===== config.mk =====
export PLATFORM = sky130hd
export DESIGN_NAME = thermal_button_irq_bank
export DESIGN_NICKNAME = d
export VERILOG_FILES = /design/src/include/thermal_button_irq_pkg.sv /design/src/design/thermal_button_irq_bank.sv
export VERILOG_INCLUDE_DIRS = /design/src /design/src/include
export SDC_FILE = /design/constraint.sdc
export NUM_CORES = 1
export LEC_CHECK = 0
export BUFFER_PORTS_ARGS = -buffer_cell sky130_fd_sc_hd__buf_4
export CORE_UTILIZATION = 45
export CTS_CLUSTER_SIZE = 30
export DETAILED_ROUTE_END_ITERATION = 12
export PLACE_DENSITY_LB_ADDON = 0.15
export SLEW_MARGIN = 20
export SYNTH_ARGS = -nofsm -noshare
export SYNTH_HDL_FRONTEND = slang
export SYNTH_SLANG_ARGS = --single-unit

===== constraint.sdc =====
create_clock -name clk -period 2.2 [get_ports clk]
set_input_delay 0.22 -clock clk [delete_from_list [all_inputs] [get_ports clk]]
set_output_delay 0.22 -clock clk [all_outputs]
set_load 0.01 [all_outputs]

===== src/include/thermal_button_irq_consts.svh =====
// register map, field positions, reset values and timing for the irq bank
`ifndef THERMAL_BUTTON_IRQ_CONSTS_SVH
`define THERMAL_BUTTON_IRQ_CONSTS_SVH

// ***********************************************************
// register offsets
// ***********************************************************
`define ADDR_THERMAL_STATUS 8'h20
`define ADDR_THERMAL_MASK   8'h21
`define ADDR_THERMAL_SENSE  8'h22
`define ADDR_BUTTON_STATUS  8'h24
`define ADDR_BUTTON_MASK    8'h25
`define ADDR_BUTTON_SENSE   8'h26

// ***********************************************************
// field positions and valid bits
// ***********************************************************
`define THERMAL_LOW_BIT     0
`define THERMAL_HIGH_BIT    2
`define BUTTON_CHANGE_BIT   0
`define BUTTON_HELD_LSB     1
`define THERMAL_VALID       8'h05
`define BUTTON_VALID        8'h3f

// ***********************************************************
// reset values
// ***********************************************************
`define STATUS_RESET        8'h00
`define THERMAL_MASK_RESET  8'h05
`define BUTTON_MASK_RESET   8'h3f

// ***********************************************************
// timing
// ***********************************************************
`define CLK_HZ              20000000
`define HOLD_UNIT_S         1
`define HELD_1S             1
`define HELD_2S             2
`define HELD_3S             3
`define HELD_4S             4
`define HELD_8S             8

`endif


===== src/include/thermal_button_irq_pkg.sv =====
// types shared by the thermal and button interrupt bank
package thermal_button_irq_pkg;

	// debounce states, gray coded around the press/release loop
	typedef enum logic [1:0] {
		DB_RELEASED = 2'b00,
		DB_FALL_CHK = 2'b01,
		DB_PRESSED  = 2'b11,
		DB_RISE_CHK = 2'b10
	} debounce_state_type;

endpackage


===== src/design/thermal_button_irq_bank.sv =====
// thermal and power button interrupt status, mask and sense bank
// Operation
// lower thermal flag, bit 0, sets on any crossing of 110 C
// upper thermal flag, bit 2, sets on any crossing of 125 C; bit 1 unused
// status bits reset to 0, clear on read or on writing a 1
// thermal mask bits 0 and 2 are read-write and reset to 1
// interrupt pin low while any unmasked status bit is set
// thermal sense bit 0 shows live 110 C comparator, reset 0
// thermal sense bit 2 shows live 125 C comparator; writes ignored
// change flag sets when button stays low past falling debounce time
// change flag sets on release past rising debounce after a valid press
// change flag sets on every change of debounced pressed state
// held 1 s flag, bit 1, sets after more than 1 s held
// held flags bits 2..5 set after 2, 3, 4, 8 s; bits 7..6 unused
// button mask bit 0 masks the change flag, resets to 1
// button mask bits 1 and 2 mask held 1 s and 2 s flags
// readable debounced pressed sense bit
// held sense bits stay while held, clear on debounced release
// unused bits read 0 and ignore writes
// an event in the same cycle as its clear leaves the bit set
`timescale 1ns/1ps
`include "thermal_button_irq_consts.svh"

module thermal_button_irq_bank
	import thermal_button_irq_pkg::*;
#(
	parameter int unsigned SEC_CYCLES = `HOLD_UNIT_S * `CLK_HZ
) (
	input  wire logic        clk,
	input  wire logic        rst_n,
	input  wire logic        temp_above_110,
	input  wire logic        temp_above_125,
	input  wire logic        power_button_n,
	input  wire logic [15:0] fall_debounce,
	input  wire logic [15:0] rise_debounce,
	input  wire logic [7:0]  reg_addr,
	input  wire logic        reg_rd,
	input  wire logic        reg_wr,
	input  wire logic [7:0]  reg_wdata,
	output logic      [7:0]  reg_rdata,
	output logic             irq_out_n
);

	// ***********************************************************
	// state
	// ***********************************************************
	logic               thermal_low_live;
	logic               thermal_high_live;
	logic [7:0]         thermal_irq_status;
	logic [7:0]         thermal_irq_mask;
	logic [7:0]         button_irq_status;
	logic [7:0]         button_irq_mask;
	logic               button_pressed_live;
	logic [4:0]         held_live;
	debounce_state_type db_state;
	logic [15:0]        db_cnt;
	logic [27:0]        held_cnt;

	logic [7:0]         next_thermal_status;
	logic [7:0]         next_button_status;
	logic [7:0]         thermal_set;
	logic [7:0]         thermal_clr;
	logic [7:0]         button_set;
	logic [7:0]         button_clr;
	logic [4:0]         held_hit;
	logic               button_change_ev;
	logic               thermal_low_ev;
	logic               thermal_high_ev;
	logic [7:0]         rd_value;

	localparam int unsigned HELD_SECS [5] = '{`HELD_1S, `HELD_2S, `HELD_3S,
		`HELD_4S, `HELD_8S};
	localparam logic [27:0] HELD_LIMIT = 28'(`HELD_8S * SEC_CYCLES + 1);

	// ***********************************************************
	// register port decode
	// ***********************************************************
	logic wr_thermal_status;
	logic wr_thermal_mask;
	logic wr_button_status;
	logic wr_button_mask;
	logic rd_thermal_status;
	logic rd_button_status;

	assign wr_thermal_status = reg_wr && (reg_addr == `ADDR_THERMAL_STATUS);
	assign wr_thermal_mask   = reg_wr && (reg_addr == `ADDR_THERMAL_MASK);
	assign wr_button_status  = reg_wr && (reg_addr == `ADDR_BUTTON_STATUS);
	assign wr_button_mask    = reg_wr && (reg_addr == `ADDR_BUTTON_MASK);
	assign rd_thermal_status = reg_rd && (reg_addr == `ADDR_THERMAL_STATUS);
	assign rd_button_status  = reg_rd && (reg_addr == `ADDR_BUTTON_STATUS);

	// ***********************************************************
	// thermal comparators
	// ***********************************************************
	// a crossing either way is a mismatch between comparator and its copy
	assign thermal_low_ev  = temp_above_110 ^ thermal_low_live;
	assign thermal_high_ev = temp_above_125 ^ thermal_high_live;

	// live copies feed the sense register
	always_ff @(posedge clk) begin
		if (!rst_n) begin
			thermal_low_live  <= 1'b0;
			thermal_high_live <= 1'b0;
		end else begin
			thermal_low_live  <= temp_above_110;
			thermal_high_live <= temp_above_125;
		end
	end

	// ***********************************************************
	// button debounce
	// ***********************************************************
	// one counter serves both edges; a bounce restarts the check
	always_ff @(posedge clk) begin
		if (!rst_n) begin
			db_state            <= DB_RELEASED;
			db_cnt              <= 16'h0000;
			button_pressed_live <= 1'b0;
		end else begin
			unique case (db_state)
				DB_RELEASED: begin
					db_cnt <= 16'h0000;
					if (!power_button_n) begin
						db_state <= DB_FALL_CHK;
					end
				end
				DB_FALL_CHK: begin
					db_cnt <= db_cnt + 16'h0001;
					if (power_button_n) begin
						db_state <= DB_RELEASED;
					end else if (db_cnt >= fall_debounce) begin
						db_state            <= DB_PRESSED;
						button_pressed_live <= 1'b1;
					end
				end
				DB_PRESSED: begin
					db_cnt <= 16'h0000;
					if (power_button_n) begin
						db_state <= DB_RISE_CHK;
					end
				end
				DB_RISE_CHK: begin
					db_cnt <= db_cnt + 16'h0001;
					if (!power_button_n) begin
						db_state <= DB_PRESSED;
					end else if (db_cnt >= rise_debounce) begin
						db_state            <= DB_RELEASED;
						button_pressed_live <= 1'b0;
					end
				end
			endcase
		end
	end

	// the change event is the debounced state about to flip
	assign button_change_ev =
		((db_state == DB_FALL_CHK) && !power_button_n && (db_cnt >= fall_debounce)) ||
		((db_state == DB_RISE_CHK) && power_button_n && (db_cnt >= rise_debounce));

	// ***********************************************************
	// held duration
	// ***********************************************************
	// counter saturates just past the longest threshold to bound its width
	always_ff @(posedge clk) begin
		if (!rst_n) begin
			held_cnt <= 28'h0000000;
		end else if (!button_pressed_live) begin
			held_cnt <= 28'h0000000;
		end else if (held_cnt != HELD_LIMIT) begin
			held_cnt <= held_cnt + 28'h0000001;
		end
	end

	// strictly more than n seconds held
	always_comb begin
		for (int k = 0; k < 5; k++) begin
			held_hit[k] = button_pressed_live &&
				(held_cnt > 28'(HELD_SECS[k] * SEC_CYCLES));
		end
	end

	// sense bits drop one clock after the debounced pressed bit
	always_ff @(posedge clk) begin
		if (!rst_n) begin
			held_live <= 5'h00;
		end else begin
			held_live <= held_hit;
		end
	end

	// ***********************************************************
	// status registers
	// ***********************************************************
	// set is or-ed after the clear so a colliding event survives
	always_comb begin
		thermal_set = 8'h00;
		thermal_set[`THERMAL_LOW_BIT]  = thermal_low_ev;
		thermal_set[`THERMAL_HIGH_BIT] = thermal_high_ev;
		thermal_clr = (wr_thermal_status ? reg_wdata : 8'h00) |
			(rd_thermal_status ? 8'hff : 8'h00);
		next_thermal_status = ((thermal_irq_status & ~thermal_clr) | thermal_set) &
			`THERMAL_VALID;
		button_set = 8'h00;
		button_set[`BUTTON_CHANGE_BIT] = button_change_ev;
		button_set[`BUTTON_HELD_LSB +: 5] = held_hit & ~held_live;
		button_clr = (wr_button_status ? reg_wdata : 8'h00) |
			(rd_button_status ? 8'hff : 8'h00);
		next_button_status = ((button_irq_status & ~button_clr) | button_set) &
			`BUTTON_VALID;
	end

	// latched flags
	always_ff @(posedge clk) begin
		if (!rst_n) begin
			thermal_irq_status <= `STATUS_RESET;
			button_irq_status  <= `STATUS_RESET;
		end else begin
			thermal_irq_status <= next_thermal_status;
			button_irq_status  <= next_button_status;
		end
	end

	// ***********************************************************
	// mask registers
	// ***********************************************************
	// reset masked so nothing reaches the pin before software is ready
	always_ff @(posedge clk) begin
		if (!rst_n) begin
			thermal_irq_mask <= `THERMAL_MASK_RESET;
			button_irq_mask  <= `BUTTON_MASK_RESET;
		end else begin
			if (wr_thermal_mask) begin
				thermal_irq_mask <= reg_wdata & `THERMAL_VALID;
			end
			if (wr_button_mask) begin
				button_irq_mask <= reg_wdata & `BUTTON_VALID;
			end
		end
	end

	// ***********************************************************
	// read port and interrupt pin
	// ***********************************************************
	// sense registers have no write path at all
	always_comb begin
		unique case (reg_addr)
			`ADDR_THERMAL_STATUS: rd_value = thermal_irq_status;
			`ADDR_THERMAL_MASK:   rd_value = thermal_irq_mask;
			`ADDR_THERMAL_SENSE:  rd_value = {5'h00, thermal_high_live, 1'b0,
				thermal_low_live};
			`ADDR_BUTTON_STATUS:  rd_value = button_irq_status;
			`ADDR_BUTTON_MASK:    rd_value = button_irq_mask;
			`ADDR_BUTTON_SENSE:   rd_value = {2'h0, held_live,
				button_pressed_live};
			default:              rd_value = 8'h00;
		endcase
	end

	// read data is the value before the read clears it; held until next read
	always_ff @(posedge clk) begin
		if (!rst_n) begin
			reg_rdata <= 8'h00;
		end else if (reg_rd) begin
			reg_rdata <= rd_value;
		end
	end

	// pin lags the status registers by one clock
	always_ff @(posedge clk) begin
		if (!rst_n) begin
			irq_out_n <= 1'b1;
		end else begin
			irq_out_n <= ~|((thermal_irq_status & ~thermal_irq_mask) |
				(button_irq_status & ~button_irq_mask));
		end
	end
endmodule // thermal_button_irq_bank


---- Yosys cells after proc, flatten, opt, wreduce, memory -nomap -nowiden ----
Cells that the tools add are included.
operators by class
  reductions and logical operators ........ 26
  equality and inequality tests ........... 18
  $lt $le $gt $ge ......................... 7
  multiplexer cells ....................... 18
  $add $sub $neg .......................... 2
  bitwise gates (word level) .............. 17
operators by type and width
  operator                 number
  $gt A28 B26 Y1 const B   2
  $eq A8 B6 Y1 const B     6
  $pmux W6 S6              1
  $ge A16 B16 Y1           2
  $pmux W16 S2             1
  $add A28 B1 Y28 const B  1
  $gt A28 B25 Y1 const B   1
  $gt A28 B27 Y1 const B   1
  $gt A28 B28 Y1 const B   1
  $ne A28 B28 Y1 const B   1
  $add A16 B1 Y16 const B  1
  $logic_and A1 B1 Y1      15
  $mux W2                  6
  $mux W6                  2
  $ne A2 B2 Y1 const B     6
  $or A6 B6 Y6             2
  $and A3 B8 Y8            1
  $and A6 B8 Y8            1
  $not A3 Y8               1
  $not A6 Y8               1
  $or A8 B8 Y8             1
  $pmux W2 S4              1
  $reduce_or A8 Y1         1
  $and A6 B6 Y6            1
  21 further kinds         31
word-level totals
  logic and storage cells ................. 101
  bits of input ports ..................... 55
  output and inout bits ................... 9
  bits in registers ....................... 79

---- Logic depth before layout (Yosys ltp) ----
  word-level depth ........................ 7
  mapped depth ............................ 8
  depth with buffers taken out ............ 8

---- Worst setup path after synthesis ----
OpenSTA, ideal clock, no wires.
  kind .................................... flip-flop to flip-flop
  start ................................... reg db_cnt[0]
  end ..................................... reg db_state[0]
  clock period less this slack ............ 2023 ps
  data required time ...................... 2077 ps
  arrival ................................. 1900 ps
  slack ................................... 177 ps
  setup time .............................. 123 ps
  stages on the path, launching flop included .. 9
  path buffers ............................ 0
  cell sequence ........................... dfxtp_1 > inv_1 > ha_1 > nand2b_1 > a2111oi_0 > o41ai_1 > or3_1 > o311a_1 > mux2i_1
between the ends
  word-level cells in the longest chain between the ends .. 3
  elaborated cells between the ends (all ways) .. 5
  classes of those cells .................. 2 x order compare; 2 x eq/ne; 1 x reduce/logical
ends and longest elaborated chain
  item                                    line                                                            RTL
  start, declared                         thermal_button_irq_bank.sv:56                                   logic [15:0] db_cnt;
  start signal, assigned                  thermal_button_irq_bank.sv:128                                  db_cnt <= db_cnt + 16'h0001;
  start signal, assigned                  thermal_button_irq_bank.sv:143                                  db_cnt <= db_cnt + 16'h0001;
  $ge A16 B16 Y1 (on tied branches)       thermal_button_irq_bank.sv:146, thermal_button_irq_bank.sv:131
  $ne A3 B3 Y1 (no source line)           n/a
  $reduce_and A4 Y1 (no source line) (*)  n/a
  end signal, assigned                    thermal_button_irq_bank.sv:139                                  db_state <= DB_RISE_CHK;
  end signal, assigned                    thermal_button_irq_bank.sv:145                                  db_state <= DB_PRESSED;
  end signal, assigned                    thermal_button_irq_bank.sv:147                                  db_state <= DB_RELEASED;
  end, declared                           thermal_button_irq_bank.sv:55                                   debounce_state_type db_state;
Mark *: on every way between the ends. The rest lies on a longest branch, timed or not.
A chain may end at the register's enable or synchronous reset.

---- Worst setup path in the final report ----
  start ................................... reg db_cnt[7]
  end ..................................... reg db_state[0]
The elaborated chain is that of the path after synthesis.

==> flow_metrics.env <==
export IMPL_grt_pass1_wl_um=18900
export IMPL_finalCritPeriodShare_pct=95.7
export IMPL_htree_levels=3
export IMPL_yosysSeqAreaShare_pct=32.6
export IMPL_drc_errors=0
export IMPL_start_util_pct=46.2
export IMPL_cts_tree="yes"
export IMPL_vias=4321
export IMPL_finalNetCount=742
export IMPL_core_area_sq_mm=0.0102
export IMPL_cpPeakStageDelay_ns=0.41
export IMPL_cp_data_required_time_ns=2.44
export IMPL_startpoint_type="flop"
export IMPL_seqPwrFrac_pct=46.7
export IMPL_grt_pass1_vias=4139
export IMPL_drt_iter0_drc=220
export IMPL_hold_violations=0
export IMPL_maxCapViolCount=0
export IMPL_wirelength_um=11100
export IMPL_synth_distinct_cells=69
export IMPL_drt_vias_per_instance=5.49
export IMPL_power_frac_comb_pct=10.6
export IMPL_die_area_sq_mm=0.0109
export IMPL_fin_worst_skew_ns=0.00652
export IMPL_maxSlewViolCount=0
export IMPL_drive_gt1_share_pct=18.0
export IMPL_grt_usage_pct=21.2
export IMPL_rsz0062_at_grt="no"
export IMPL_placedCellCount=771
export IMPL_p_per_area_mw_per_mm2=542
export IMPL_crit_arrival_ns=2.34
export IMPL_grt_ovfl_total=0
export IMPL_syn_inst=583
export IMPL_chipWidth_um=104
export IMPL_syn_area_sq_mm=0.00473
export IMPL_place_gp_congestion=0.874
export IMPL_first_pass_iters=5
export IMPL_period_minus_slack_ns=2.11
export IMPL_rows=37
export IMPL_max_slew_worst_pin_slew_ns=0.529
export IMPL_clock_latency_ns=0.35
export IMPL_clkSinkCount=77
export IMPL_outcome="finished, final reports clean"
export IMPL_synth_ff_type="dfxtp_1"
export IMPL_max_slew_margin_rel_pct=64.4
export IMPL_fin_util_pct=55.3
export IMPL_clockBufferDepth=2
export IMPL_synth_edf_count=0
export IMPL_async_flop_share_pct=0
export IMPL_io_pins=64
export IMPL_root_buffer="clkbuf_8"
export IMPL_p_sw_mw=0.734
export IMPL_grt_max_degree=27
export IMPL_antenna_cells=0
export IMPL_setup_viol=0
export IMPL_antenna_found_initial=0
export IMPL_routedWlPerCell_um=14.2
export IMPL_hpwl_um=8380
export IMPL_min_path_type="in -> reg"
export IMPL_cp_end_kind="flop"
export IMPL_yosysWarnings=0
export IMPL_port_buffers=59
export IMPL_critical_path_class="reg -> reg"
export IMPL_leakage_nw=2.38
export IMPL_post_cts_buffers=0
export IMPL_switching_share_pct=24.0
export IMPL_fmax_mhz=475
export IMPL_ir_drop_mv=0.363
export IMPL_ys_ff_latch=77
export IMPL_crit_path_max_fanout=6
export IMPL_avgSynthCellArea_sq_um=8.11
export IMPL_cp_slowest_cell="dfxtp_2"
export IMPL_syn_to_final_growth_pct=19.7
export IMPL_cts_hold_buf=0
export IMPL_cts_made_buffers=9
export IMPL_crit_buf_inv=1
export IMPL_internal_power_mw=2.33
export IMPL_power_frac_clock_pct=42.8
export IMPL_dieHeight_um=104
export IMPL_stdcell_count=787
export IMPL_postRouteAntennaNets=0
export IMPL_path_clk_slew_ns=0.08
export IMPL_worstPathCellList="ha_1 > and3_1 > a221oi_1 > o21a_1 > o41ai_2 > buf_4 > o311a_1 > mux2i_1"
export IMPL_critPathTopFamily="compound AO/OA/AOI/OAI gates"
[state kept, by name (all words and copies together), names as in the netlist]
signal	count
db_cnt	16
held_live	5
thermal_irq_mask	2
held_cnt	28
thermal_irq_status	2
irq_out_n	1
thermal_low_live	1
reg_rdata	6
button_irq_status	6
thermal_high_live	1
db_state	2
button_pressed_live	1
button_irq_mask	6
[through the flow]
stage	setup WS (ns)	TNS [ns]	total power, mW	hold WS [ns]	area (sq um)
2_1_floorplan	0.177	0	1.65	0.342	4730
3_3_place_gp	0.0186	0	1.77	0.441	5380
3_5_place_dp	-0.0348	-0.0602	1.78	0.448	5380
4_1_cts	0.00611	0	3.10	0.0748	5640
5_1_grt	0.000636	0	3.20	0.0844	5660
6_report	0.0935	0	3.07	0.0845	5660
[worst paths after layout]
check        slack (ns)                               to  depth (start not counted)                    start
max                0.09         db_state[0]$_SDFFE_PN0P_                          8     db_cnt[7]$_SDFF_PN0_
max reg2reg        0.09         db_state[0]$_SDFFE_PN0P_                          8     db_cnt[7]$_SDFF_PN0_
min reg2reg        0.46  button_irq_status[3]$_SDFF_PN0_                          1  held_live[2]$_SDFF_PN0_
min                0.08     thermal_high_live$_SDFF_PN0_                          2           temp_above_125
[layer usage]
layer / GRT usage, % / share of wire, % / vias up
met5: 0 / 0 / -
li1: - / - / 2166
met2: 36.4 / 48 / 97
met4: 6.84 / 1.2 / 0
met1: 26.6 / 46 / 2044
met3: 3.95 / 5.0 / 14
[timing repair]
| action | 4_1_cts | 5_1_grt |
|---|---|---|
| cloned | 0 | 0 |
| resized for setup | 2 | 5 |
| setup endpoints to repair | 2 | 7 |
[synthesized netlist by cell type (8+ instances only)]
master | number | area, sq um
ha_1 | 41 | 513
dfxtp_1 | 77 | 1540
xor2_1 | 26 | 228
nor2_1 | 62 | 233
clkbuf_1 | 24 | 90.1
and3_1 | 8 | 50.1
nand3_1 | 49 | 245
nand2_1 | 36 | 135
inv_1 | 55 | 206
nor3_1 | 9 | 45.0
xnor2_1 | 14 | 123
o22ai_1 | 9 | 56.3
nand4_1 | 14 | 87.6
a21oi_1 | 26 | 130
mux2i_1 | 8 | 80.1
o21ai_0 | 15 | 75.1
and2_1 | 9 | 56.3
[power groups by stage]
stage / clock network, mW / logic [mW] / registers (mW)
after global routing: 1.40 / 0.364 / 1.43
after global placement: 0 / 0.307 / 1.46
final: 1.31 / 0.324 / 1.43
after CTS: 1.35 / 0.321 / 1.43
after floorplan: 0 / 0.183 / 1.46
after detailed placement: 0 / 0.317 / 1.46
[kinds of logic (layout without fill, tap and decap cells)]
family	count (synthesis)	count (layout)	share of synthesized area (%)
buffers and inverters	87	154	7.33
AO/OA/AOI/OAI	95	95	13.8
other	1	2	0.0794
adder cells (fa/ha/maj)	41	41	10.9
flip-flops	77	77	32.6
AND/OR/NAND/NOR	233	233	25.7
XOR/XNOR	40	40	7.41
multiplexers	9	9	2.17
[cell type report]
| class | count | area (sq um) |
|---|---|---|
| fill | 984 | 4570 |
| multi-input combinational | 420 | 2870 |
| sequential | 77 | 1540 |
| timing repair buffer | 83 | 623 |
| inverter | 55 | 206 |
| tap | 136 | 170 |
| clock buffer | 9 | 124 |
| clock inverter | 7 | 123 |
[placed cells by master (no fill, tap or decap), drive strengths merged, types with 15 or more instances in the layout]
master / netlist / layout
a21oi: 27 / 27
buf: 8 / 83
dfxtp: 77 / 77
ha: 41 / 41
inv: 55 / 56
nand2: 37 / 37
nand3: 49 / 49
nor2: 63 / 63
o21ai: 15 / 15
xor2: 26 / 26
(Power assumes the default switching activity.)
